--- config.mk ---
export PLATFORM = sky130hd
export DESIGN_NAME = fault_clear_and_frame_check
export DESIGN_NICKNAME = d
export VERILOG_FILES = /design/src/rtl/fcfc_pkg.sv /design/src/rtl/crc8_step.sv /design/src/rtl/fault_clear_and_frame_check.sv /design/src/rtl/pin_sync3.sv
export SDC_FILE = /design/constraint.sdc
export NUM_CORES = 1
export LEC_CHECK = 0
export ABC_AREA = 1
export BUFFER_PORTS_ARGS = -buffer_cell sky130_fd_sc_hd__buf_2
export CAP_MARGIN = 20
export CORE_MARGIN = 10
export CORE_UTILIZATION = 60
export CTS_BUF_LIST = sky130_fd_sc_hd__clkbuf_8 sky130_fd_sc_hd__clkbuf_16
export DETAILED_ROUTE_END_ITERATION = 10
export PLACE_DENSITY = 0.87
export SETUP_SLACK_MARGIN = 0.3
export SLEW_MARGIN = 30
export SYNTH_ARGS = -nofsm -noshare
export SYNTH_HDL_FRONTEND = slang
export SYNTH_SLANG_ARGS = --single-unit
--- constraint.sdc ---
create_clock -name REF_CLK -period 1.97 [get_ports REF_CLK]
set_clock_uncertainty 0.05 [all_clocks]
set_input_delay 0.0985 -clock REF_CLK [delete_from_list [all_inputs] [get_ports REF_CLK]]
set_output_delay 0.0985 -clock REF_CLK [all_outputs]
set_load 0.02 [all_outputs]
--- src/rtl/fcfc_pkg.sv ---
// shared types and constants for the fault, clear and frame check block
package fcfc_pkg;

    // packed pin group sampled through the three-stage synchroniser
    typedef struct packed {
        logic       sclk;
        logic       sdin;
        logic       frame_sync_n;
        logic       clear;
        logic       clear_level_pin;
        logic       compliance_fault;
        logic       open_loop_det;
        logic       overheat_det;
        logic       strap_mode_select;
        logic       sense_res_pin;
        logic [3:0] range_pins;
        logic [2:0] device_select;
    } pin_type;

    // status read-back word, D15 down to D0
    typedef struct packed {
        logic [2:0] device_select;
        logic       fixed_one;
        logic       fixed_zero;
        logic [3:0] range_code;
        logic       clear_level_select;
        logic       output_drive_on;
        logic       sense_resistor_select;
        logic       frame_check_error;
        logic       overheat_flag;
        logic       open_loop_flag;
        logic       unused;
    } status_type;

    // received 16-bit command word, D15 down to D0
    typedef struct packed {
        logic [2:0] device_select;
        logic       read_request;
        logic       reserved;
        logic [3:0] range_code;
        logic       clear_level_select;
        logic       output_drive_on;
        logic       sense_resistor_select;
        logic       soft_clear;
        logic       soft_reset;
        logic [1:0] unused;
    } cmd_type;

    // software-programmed control state
    typedef struct packed {
        logic [3:0] range_code;
        logic       clear_level_select;
        logic       output_drive_on;
        logic       sense_resistor_select;
        logic       soft_clear;
    } ctrl_type;

    localparam int          PIN_W           = 17;
    localparam logic [16:0] PIN_RESET       = 17'h04000; // sync held at idle high
    localparam ctrl_type    CTRL_RESET      = 8'h02;
    localparam logic [4:0]  DATA_BITS       = 5'h10;
    localparam logic [4:0]  FRAME_CHK_BITS  = 5'h18;
    localparam logic [4:0]  BIT_CNT_MAX     = 5'h19;
    localparam logic [4:0]  READ_ADDR_BITS  = 5'h04;
    localparam logic [2:0]  READ_START_EDGE = 3'h5;
    localparam logic [4:0]  SDO_BITS        = 5'h10;
    localparam logic [7:0]  CRC_POLY        = 8'h07;
    localparam logic [7:0]  CRC_INIT        = 8'h00;
    localparam logic [3:0]  OVR_RANGE_A     = 4'hD;
    localparam logic [3:0]  OVR_RANGE_B     = 4'hF;
    localparam logic [2:0]  STRAP_SETTLE    = 3'h5;

endpackage : fcfc_pkg

--- src/rtl/crc8_step.sv ---
// one serial step of the frame check remainder, msb first
`timescale 1ns/100ps
`default_nettype none
module crc8_step (
    input  wire logic [7:0] crc_in,
    input  wire logic       bit_in,
    output var  logic [7:0] crc_out
);
    logic feedback;

    always_comb begin
        feedback = crc_in[7] ^ bit_in;
        crc_out  = {crc_in[6:0], 1'b0} ^ (feedback ? fcfc_pkg::CRC_POLY : 8'h00);
    end
endmodule : crc8_step
`default_nettype wire

--- src/rtl/fault_clear_and_frame_check.sv ---
// serial frame receiver, status read-back, alarm and clear control of the loop driver
`timescale 1ns/100ps
`default_nettype none
module fault_clear_and_frame_check (
    input  wire logic       REF_CLK,
    input  wire logic       SYS_RST,
    input  wire logic       SCLK,
    input  wire logic       SDIN,
    input  wire logic       FRAME_SYNC_N,
    output var  logic       SDO_O,
    output var  logic       SDO_OE_N,
    input  wire logic [2:0] DEVICE_SELECT,
    input  wire logic       STRAP_MODE_SELECT,
    input  wire logic [3:0] RANGE_PINS,
    input  wire logic       SENSE_RES_PIN,
    input  wire logic       CLEAR,
    input  wire logic       CLEAR_LEVEL_PIN,
    input  wire logic       COMPLIANCE_FAULT,
    input  wire logic       OPEN_LOOP_DET,
    input  wire logic       OVERHEAT_DET,
    input  wire logic       ALARM_OUT_N_I,
    output var  logic       ALARM_OUT_N_O,
    output var  logic       ALARM_OUT_N_OE_N,
    input  wire logic       OPEN_LOOP_ALARM_N_I,
    output var  logic       OPEN_LOOP_ALARM_N_O,
    output var  logic       OPEN_LOOP_ALARM_N_OE_N,
    input  wire logic       OVERHEAT_ALARM_N_I,
    output var  logic       OVERHEAT_ALARM_N_O,
    output var  logic       OVERHEAT_ALARM_N_OE_N,
    output var  logic [3:0] RANGE_CODE,
    output var  logic       ALT_RES_SEL,
    output var  logic       EXT_RES_SEL,
    output var  logic       OUTPUT_DRIVE_ON,
    output var  logic       CLEAR_FORCE,
    output var  logic       CLEAR_TO_MID
);
    fcfc_pkg::pin_type    pin;
    logic [fcfc_pkg::PIN_W-1:0] pin_raw;
    logic [fcfc_pkg::PIN_W-1:0] pin_sync;
    fcfc_pkg::ctrl_type   ctrl_q;
    fcfc_pkg::cmd_type    cmd;
    fcfc_pkg::status_type status_word;
    logic       sclk_prev_q;
    logic       sync_prev_q;
    logic       sclk_rise;
    logic       sclk_fall;
    logic       frame_start;
    logic       frame_end;
    logic       in_frame;
    logic [2:0] strap_wait_q;
    logic       strap_taken_q;
    logic       hw_mode_q;
    logic [4:0] bit_cnt_q;
    logic [23:0] shift_q;
    logic [7:0] crc_q;
    logic [7:0] crc_d;
    logic [2:0] rise_cnt_q;
    logic       len16;
    logic       len24;
    logic       crc_ok;
    logic       accept;
    logic       check_fail;
    logic       read_start;
    logic       err_q;
    logic       sdo_en_q;
    logic       sdo_q;
    logic [15:0] out_sr_q;
    logic       alarm_pull_q;
    logic       ol_pull_q;
    logic       ot_pull_q;

    // the open-drain pins are never read back; inputs kept for the pad trio
    assign pin_raw = {SCLK, SDIN, FRAME_SYNC_N, CLEAR, CLEAR_LEVEL_PIN, COMPLIANCE_FAULT,
                      OPEN_LOOP_DET, OVERHEAT_DET, STRAP_MODE_SELECT, SENSE_RES_PIN,
                      RANGE_PINS, DEVICE_SELECT};

    pin_sync3 #(
        .W    (fcfc_pkg::PIN_W),
        .INIT (fcfc_pkg::PIN_RESET)
    ) u_pin_sync (
        .clk (REF_CLK),
        .rst (SYS_RST),
        .d   (pin_raw),
        .q   (pin_sync)
    );

    assign pin = fcfc_pkg::pin_type'(pin_sync);

    crc8_step u_crc (
        .crc_in  (crc_q),
        .bit_in  (pin.sdin),
        .crc_out (crc_d)
    );

    // edges of the link clock and frame sync, seen on the filtered levels
    always_ff @(posedge REF_CLK) begin
        if (SYS_RST) begin
            sclk_prev_q <= 1'b0;
            sync_prev_q <= 1'b1;
        end else begin
            sclk_prev_q <= pin.sclk;
            sync_prev_q <= pin.frame_sync_n;
        end
    end

    assign sclk_rise   = ~sclk_prev_q & pin.sclk;
    assign sclk_fall   = sclk_prev_q & ~pin.sclk;
    assign frame_start = sync_prev_q & ~pin.frame_sync_n;
    assign frame_end   = ~sync_prev_q & pin.frame_sync_n;
    assign in_frame    = ~pin.frame_sync_n;

    // strap caught once the synchroniser has settled after reset
    always_ff @(posedge REF_CLK) begin
        if (SYS_RST) begin
            strap_wait_q  <= 3'h0;
            strap_taken_q <= 1'b0;
            hw_mode_q     <= 1'b0;
        end else if (!strap_taken_q) begin
            strap_wait_q <= strap_wait_q + 3'h1;
            if (strap_wait_q == fcfc_pkg::STRAP_SETTLE) begin
                strap_taken_q <= 1'b1;
                hw_mode_q     <= pin.strap_mode_select;
            end
        end
    end

    // receive shift register; bits taken on falling link clock edges
    always_ff @(posedge REF_CLK) begin
        if (SYS_RST) begin
            bit_cnt_q <= 5'h00;
            shift_q   <= 24'h000000;
            crc_q     <= fcfc_pkg::CRC_INIT;
        end else if (frame_start) begin
            bit_cnt_q <= 5'h00;
            crc_q     <= fcfc_pkg::CRC_INIT;
        end else if (sclk_fall && in_frame && !hw_mode_q) begin
            shift_q <= {shift_q[22:0], pin.sdin};
            if (bit_cnt_q != fcfc_pkg::BIT_CNT_MAX) begin
                bit_cnt_q <= bit_cnt_q + 5'h01;
            end
            // remainder runs over the data bits only, never the check byte
            if (bit_cnt_q < fcfc_pkg::DATA_BITS) begin
                crc_q <= crc_d;
            end
        end
    end

    // frame end decode
    always_comb begin
        len16      = (bit_cnt_q == fcfc_pkg::DATA_BITS);
        len24      = (bit_cnt_q == fcfc_pkg::FRAME_CHK_BITS);
        cmd        = fcfc_pkg::cmd_type'(len24 ? shift_q[23:8] : shift_q[15:0]);
        crc_ok     = (shift_q[7:0] == crc_q);
        accept     = frame_end && !hw_mode_q && (cmd.device_select == pin.device_select)
                     && (len16 || (len24 && crc_ok));
        check_fail = frame_end && !hw_mode_q && len24 && !crc_ok;
    end

    // control register, written only by accepted frames
    always_ff @(posedge REF_CLK) begin
        if (SYS_RST) begin
            ctrl_q <= fcfc_pkg::CTRL_RESET;
        end else if (accept) begin
            if (cmd.soft_reset) begin
                ctrl_q <= fcfc_pkg::CTRL_RESET;
            end else begin
                ctrl_q.range_code            <= cmd.range_code;
                ctrl_q.clear_level_select    <= cmd.clear_level_select;
                ctrl_q.output_drive_on       <= cmd.output_drive_on;
                ctrl_q.sense_resistor_select <= cmd.sense_resistor_select;
                ctrl_q.soft_clear            <= cmd.soft_clear;
            end
        end
    end

    // frame check error flag; a new failure beats the clear from a read
    always_ff @(posedge REF_CLK) begin
        if (SYS_RST) begin
            err_q <= 1'b0;
        end else if (check_fail) begin
            err_q <= 1'b1;
        end else if (frame_end && sdo_en_q) begin
            err_q <= 1'b0;
        end
    end

    always_comb begin
        status_word.device_select         = pin.device_select;
        status_word.fixed_one             = 1'b1;
        status_word.fixed_zero            = 1'b0;
        status_word.range_code            = ctrl_q.range_code;
        status_word.clear_level_select    = ctrl_q.clear_level_select;
        status_word.output_drive_on       = ctrl_q.output_drive_on;
        status_word.sense_resistor_select = ctrl_q.sense_resistor_select;
        status_word.frame_check_error     = err_q;
        status_word.overheat_flag         = pin.overheat_det;
        status_word.open_loop_flag        = pin.open_loop_det;
        status_word.unused                = 1'b0;
    end

    // read starts on the fifth rising edge of the frame, the first after address and read bit arrive
    assign read_start = sclk_rise && in_frame && !hw_mode_q
                        && (rise_cnt_q == fcfc_pkg::READ_START_EDGE - 3'h1)
                        && (bit_cnt_q == fcfc_pkg::READ_ADDR_BITS) && shift_q[0]
                        && (shift_q[3:1] == pin.device_select);

    always_ff @(posedge REF_CLK) begin
        if (SYS_RST) begin
            rise_cnt_q <= 3'h0;
        end else if (frame_start) begin
            rise_cnt_q <= 3'h0;
        end else if (sclk_rise && in_frame && rise_cnt_q != fcfc_pkg::READ_START_EDGE) begin
            rise_cnt_q <= rise_cnt_q + 3'h1;
        end
    end

    // serial output; released at frame end so several devices share the line
    always_ff @(posedge REF_CLK) begin
        if (SYS_RST) begin
            sdo_en_q <= 1'b0;
            sdo_q    <= 1'b0;
            out_sr_q <= 16'h0000;
        end else if (frame_end) begin
            sdo_en_q <= 1'b0;
        end else if (read_start) begin
            sdo_en_q <= 1'b1;
            out_sr_q <= status_word;
            sdo_q    <= status_word[15];
        end else if (sdo_en_q && sclk_rise) begin
            out_sr_q <= {out_sr_q[14:0], 1'b0};
            sdo_q    <= out_sr_q[14];
        end
    end

    assign SDO_O    = sdo_q;
    assign SDO_OE_N = ~sdo_en_q;

    // alarms and analog controls, all registered
    always_ff @(posedge REF_CLK) begin
        if (SYS_RST) begin
            alarm_pull_q    <= 1'b0;
            ol_pull_q       <= 1'b0;
            ot_pull_q       <= 1'b0;
            RANGE_CODE      <= fcfc_pkg::CTRL_RESET.range_code;
            ALT_RES_SEL     <= 1'b0;
            EXT_RES_SEL     <= 1'b0;
            OUTPUT_DRIVE_ON <= 1'b0;
            CLEAR_FORCE     <= 1'b0;
            CLEAR_TO_MID    <= 1'b0;
        end else begin
            // compliance input already carries the headroom warning
            alarm_pull_q <= !hw_mode_q && (pin.compliance_fault || pin.open_loop_det
                            || err_q || check_fail || pin.overheat_det);
            ol_pull_q    <= hw_mode_q && pin.open_loop_det;
            ot_pull_q    <= hw_mode_q && pin.overheat_det;
            if (hw_mode_q) begin
                RANGE_CODE      <= pin.range_pins;
                ALT_RES_SEL     <= (pin.range_pins == fcfc_pkg::OVR_RANGE_A)
                                   || (pin.range_pins == fcfc_pkg::OVR_RANGE_B);
                EXT_RES_SEL     <= ~pin.sense_res_pin;
                OUTPUT_DRIVE_ON <= 1'b1;
            end else begin
                RANGE_CODE      <= ctrl_q.range_code;
                ALT_RES_SEL     <= (ctrl_q.range_code == fcfc_pkg::OVR_RANGE_A)
                                   || (ctrl_q.range_code == fcfc_pkg::OVR_RANGE_B);
                EXT_RES_SEL     <= ~ctrl_q.sense_resistor_select;
                OUTPUT_DRIVE_ON <= ctrl_q.output_drive_on;
            end
            // level is held, so the programmed value returns on release
            CLEAR_FORCE  <= pin.clear || (!hw_mode_q && ctrl_q.soft_clear);
            CLEAR_TO_MID <= pin.clear_level_pin || ctrl_q.clear_level_select;
        end
    end

    assign ALARM_OUT_N_O          = 1'b0;
    assign ALARM_OUT_N_OE_N       = ~alarm_pull_q;
    assign OPEN_LOOP_ALARM_N_O    = 1'b0;
    assign OPEN_LOOP_ALARM_N_OE_N = ~ol_pull_q;
    assign OVERHEAT_ALARM_N_O     = 1'b0;
    assign OVERHEAT_ALARM_N_OE_N  = ~ot_pull_q;
endmodule : fault_clear_and_frame_check
`default_nettype wire

--- src/rtl/pin_sync3.sv ---
// three-stage synchroniser with an output flop that accepts a change once stages two and three agree
`timescale 1ns/100ps
`default_nettype none
module pin_sync3 #(
    parameter int                W    = 1,
    parameter logic [W-1:0]      INIT = '0
) (
    input  wire logic         clk,
    input  wire logic         rst,
    input  wire logic [W-1:0] d,
    output var  logic [W-1:0] q
);
    logic [W-1:0] s1_q;
    logic [W-1:0] s2_q;
    logic [W-1:0] s3_q;

    always_ff @(posedge clk) begin
        if (rst) begin
            s1_q <= INIT;
            s2_q <= INIT;
            s3_q <= INIT;
            q    <= INIT;
        end else begin
            s1_q <= d;
            s2_q <= s1_q;
            s3_q <= s2_q;
            // a bit moves only when the last two stages agree
            q    <= (s2_q & ~(s2_q ^ s3_q)) | (q & (s2_q ^ s3_q));
        end
    end
endmodule : pin_sync3
`default_nettype wire

* After elaboration in Yosys (flattened, before gate mapping)
Cells that the tools add are included. Widths: inputs -> output; s select.
Operators by class: add/subtract/negate cells 3, magnitude comparators 1, eq/ne operators 14, mux-type cells 15, bitwise gates (word level) 24, reductions and logical operators 41
Operators with widths (count):
- $and 17x17->17 | 2
- $mux 15 | 2
- $logic_and 1x1->1 | 21
- $not 17->17 | 1
- $or 17x17->17 | 1
- $xor 17x17->17 | 1
- $eq 4x4->1 const B | 4
- $mux 16 | 1
- $not 1->1 | 13
- $eq 5x5->1 const B | 2
- $reduce_and 2->1 | 5
- $logic_or 1x1->1 | 9
- $mux 1 | 9
- $eq 8x8->1 | 1
- $mux 8 | 1
- $xor 8x8->8 | 1
- $add 3x1->3 const B | 2
- $eq 3x3->1 | 2
- $eq 3x3->1 const B | 2
- $add 5x1->5 const B | 1
- $eq 5x3->1 const B | 1
- $lt 5x5->1 const B | 1
- $ne 5x5->1 const B | 1
- $and 1x1->1 | 4
- 7 further kinds | 10
Word-level totals: flip-flop bits (word level) 153, bits of input ports 22, output and inout port bits 17

* Depth between registers and ports, before layout
depth in word-level cells 10, mapped depth 15

* By module
From an unflattened synthesis, not the netlist that was laid out.
Second synthesis, totals: cell total of the unflattened synthesis 812, area total of the unflattened synthesis 6125.9 µm²
By module, submodules not included:
- fault_clear_and_frame_check | times used 1, cells each 560, area each 3927.5 µm², seq. area each 1681.6 µm²
- pin_sync3 | times used 1, cells each 231, area each 2092.0 µm², seq. area each 1361.3 µm²
- crc8_step | times used 1, cells each 21, area each 106.4 µm², seq. area each 0.0 µm²

* Worst setup path before layout
No wires, ideal clock.
path type register -> register, start point register bit_cnt_q[0], end point register ctrl_q[2] in the netlist's numbering, data arrival time 1.637 ns, setup slack 0.171 ns, stages on the path, launching flop included 15, path buffers 2, period minus slack after synthesis 1.799 ns, cells stage by stage dfxtp_1 > inv_1 > ha_1 > nand2_1 > inv_2 > nand2_4 > buf_6 > nand2_2 > nand3_2 > nand2_2 > nor2_4 > nand3_2 > buf_6 > nor2_1 > nor2_1
Between the ends: longest elaborated chain between the ends 5, elaborated cells on any way between the ends 9, those cells by class eq/ne: 3; mux: 2; reduce/logical: 4
RTL lines:
- start: declaration | line fault_clear_and_frame_check.sv:53 | logic [4:0] bit_cnt_q;
- start signal: assignment | line fault_clear_and_frame_check.sv:139 | bit_cnt_q <= bit_cnt_q + 5'h01;
- $eq 5x5->1 | line fault_clear_and_frame_check.sv:151 | len24 = (bit_cnt_q == fcfc_pkg::FRAME_CHK_BITS);
- $mux 16 | line fault_clear_and_frame_check.sv:152 | cmd = fcfc_pkg::cmd_type'(len24 ? shift_q[23:8] : shift_q[15:0]);
- $eq 3x3->1 | line fault_clear_and_frame_check.sv:154 | accept = frame_end && !hw_mode_q && (cmd.device_select == pin.device_select)
- $logic_and 1x1->1 | line fault_clear_and_frame_check.sv:154
- $logic_and 1x1->1 | line fault_clear_and_frame_check.sv:155 | && (len16 || (len24 && crc_ok));
- end signal: assignment | line fault_clear_and_frame_check.sv:162 | ctrl_q <= fcfc_pkg::CTRL_RESET;
- end signal: assignment | line fault_clear_and_frame_check.sv:165 | ctrl_q <= fcfc_pkg::CTRL_RESET;
- end: declaration | line fault_clear_and_frame_check.sv:40 | fcfc_pkg::ctrl_type ctrl_q;
Several ways; a longest one is shown, not always the timed one. A chain may end at the register's enable or synchronous reset.

* Worst setup path in the final report
start point register bit_cnt_q[0], end point register ctrl_q[5] in the netlist's numbering
Same word-level chain as after synthesis.

==> metrics.cfg <==
[placed_design]
dp_slack_ns=0.0922
dpl.hpwl_um=8340
gp_congestion=0.883
placed_area_um2=6310
io_buffers=32

[sta]
final.min_clock_period_ns=1.92
slew_violations=0
rsz0062_at_grt=yes
max_freq_ghz=0.521
finalSetupViolCount=0
fin_crit_sh_pct=97.3
fin_ws_ns=0.0523
finalHoldViolCount=0

[synthesis]
synthArstFlopShare_pct=0
avgSynthCellArea_um2=7.57
yosysSeqAreaShare_pct=51.0
synth-edff-count=0
yosysWarnings=0
yosysUniqueCellTypes=33
ys_ff_latch=152
synth_top_flop_cell=dfxtp_1
syn-cell-area_um2=5960
syn_inst=788

[power_and_ir_drop]
intPower_w=0.00489
switching_share_pct=24.0
pwr-share-comb_pct=3.1
pwr-share-clk_pct=48.0
power.density_nw_per_um2=855
ir_worst_vdd_uv=801
pwr-share-seq_pct=48.9
leakagePower_nw=3.15
power.switching_w=0.00154

[setup_path]
reg2reg_slack_ns=0.05
crit_end=ctrl_q[5]$_SDFFE_PP0P_
worst_r2r_path_depth=12
arrival_ns=2.32
timing.rr.end=ctrl_q[5]$_SDFFE_PP0P_
worst_ep_required_time_ns=2.37
crit_start=bit_cnt_q[0]$_SDFFE_PP0P_
crit_type=reg2reg
endpoint_kind=register
reg2reg_from=bit_cnt_q[0]$_SDFFE_PP0P_
crit_fanout=5
startpoint_type=register

[global_routing]
track_usage_pct=20.3
grt_pass1_vias=5151
antenna_found_initial=0
overflow=0
grt_max_degree=63
grt_pass1_wl_um=23700

[clock_tree]
numCtsBuffers=17
root_buffer=clkbuf_8
clkTransAtPathRegs_ns=0.07
clock_sinks=152
cts_tree=yes
htree_levels=4
cts_buffer_depth=2
clock_latency_ns=0.55

[floorplan]
die_h_um=120
fp.dieArea_um2=14300
initial_core_util_pct=61.3
fp.dieW_um=120
io_pins=39
rows=36
core-area_um2=9730

[worst_hold_path]
hold_path.class=in2reg

[route]
wirelength_um=17200
wl_per_cell_um=17.0
drcViolationCount=0
viasPerCell=5.55
dr_total_vias=5610
drt-pass1-iter-count=7
ant_nets=0
first_iter_violations=698

[layout]
fill_cells=573
diodes=0
drive_above_1_share_pct=20.4
utilization_pct=77.4
syn2layout_area_growth_pct=26.2
fin_area_um2=7530
nets=895

[run]
cap_violations=0

[run_status]
status=finished, final reports clean

==> synth_stat cells (5+ instances only) <==
master | n | share of area [%]
a21oi_1 | 73 | 6.1
buf_2 | 9 | 0.76
clkbuf_1 | 12 | 0.76
dfxtp_1 | 152 | 51
ha_1 | 8 | 1.7
inv_1 | 123 | 7.7
nand2_1 | 129 | 8.1
nand2_2 | 9 | 0.94
nand3_1 | 25 | 2.1
nand4_1 | 13 | 1.4
nor2_1 | 116 | 7.3
o21ai_0 | 69 | 5.8
xor2_1 | 5 | 0.73
==> layout make-up <==
class                           count  area [um^2]  area share [%]
Timing Repair Buffer               84          676            8.98
Clock inverter                     12          109            1.45
Sequential cell                   152         3050            40.5
Tap cell                          133          166            2.21
Clock buffer                       20          455            6.05
Multi-Input combinational cell    480         2570            34.1
Inverter                          130          499            6.63
==> power groups by stage <==
stage	logic, W	registers [W]	clock network (W)
after floorplan	0.000113	0.00321	0
after global placement	0.000149	0.00321	0
after detailed placement	0.000156	0.00321	0
after CTS	0.000187	0.00315	0.00307
after global routing	0.000221	0.00315	0.00324
final	0.000200	0.00315	0.00309
==> through the flow <==
| step | total power [W] | hold slack (ns) | std cells | setup TNS (ns) |
|---|---|---|---|---|
| finish | 0.00643 | 0.0358 | 1011 | 0 |
| global route | 0.00661 | 0.0406 | 1011 | -0.0158 |
| CTS | 0.00641 | 0.0143 | 1002 | 0 |
| detailed placement | 0.00337 | 0.236 | 944 | 0 |
| global placement | 0.00336 | 0.238 | 944 | 0 |
| floorplan | 0.00332 | 0.152 | 790 | 0 |
==> worst min path at each step <==
stage	from	depth (start not counted)	to	slack, ns
finish	SYS_RST	3	u_pin_sync.s3_q[15]$_SDFF_PP0_	0.04
global route	SYS_RST	3	u_pin_sync.s3_q[1]$_SDFF_PP0_	0.04
CTS	SYS_RST	3	sclk_prev_q$_SDFF_PP0_	0.01
detailed placement	FRAME_SYNC_N	2	u_pin_sync.s1_q[14]$_SDFF_PP1_	0.24
global placement	FRAME_SYNC_N	2	u_pin_sync.s1_q[14]$_SDFF_PP1_	0.24
floorplan	FRAME_SYNC_N	1	u_pin_sync.s1_q[14]$_SDFF_PP1_	0.15
==> cell usage in the layout (no fill, tap or decap), types with 5 or more instances in the layout <==
master | netlist | layout
nand2_4 | 1 | 9
o21ai_2 | 1 | 6
o21ai_1 | 0 | 5
o21ai_0 | 69 | 58
nor2_1 | 116 | 109
a21oi_1 | 73 | 73
inv_6 | 0 | 8
nor2_2 | 2 | 7
dfxtp_1 | 152 | 147
buf_2 | 9 | 32
inv_1 | 123 | 120
nand2_1 | 129 | 102
nand2_2 | 9 | 25
xor2_1 | 5 | 5
nand4_1 | 13 | 13
nand3_1 | 25 | 25
clkbuf_16 | 0 | 18
nor2_4 | 4 | 6
nand2_8 | 0 | 6
buf_4 | 4 | 26
dlygate4sd3_1 | 0 | 17
ha_1 | 8 | 7
==> kinds of logic (layout without fill, tap and decap cells) <==
family	count (synthesis)	after routing	share of synthesized area [%]
XOR/XNOR	9	9	1.32
flip-flops	152	152	51.0
buffers and inverters	162	246	11.2
other	1	3	0.0629
AND/OR/NAND/NOR	307	311	21.9
AO/OA/AOI/OAI	149	149	12.8
adder cells (fa/ha/maj)	8	8	1.68
==> layer usage <==
layer  track usage [%]  share of wire, %  vias up
met3              6.14               7.6      112
li1                  -                 -     2615
met4              8.97               5.5        0
met2              36.4                50      323
met1              21.5                37     2560
met5                 0                 0        -
==> worst max-delay path: stages, from the launching register on <==
cell and delay [ns]:
dfxtp_4 0.36, inv_4 0.06, ha_4 0.15, nand2_4 0.07, inv_6 0.10, nand3_1 0.13, nand3_1 0.17, nand2_2 0.08
nor2_4 0.21, buf_6 0.15, nand4_1 0.13, nand2_1 0.12, nor2_1 0.04
==> timing repair <==
| action | 4_1_cts | 5_1_grt |
|---|---|---|
| buffers inserted | 8 | 3 |
| endpoints found under the setup margin | 22 | 43 |
| resized for setup | 20 | 68 |
| endpoints found under the hold margin | 17 | 0 |
| gates cloned | 1 | 6 |
| pin swaps | 9 | 28 |
| hold buffers | 17 | 0 |
Power figures use the tool's default switching activity.
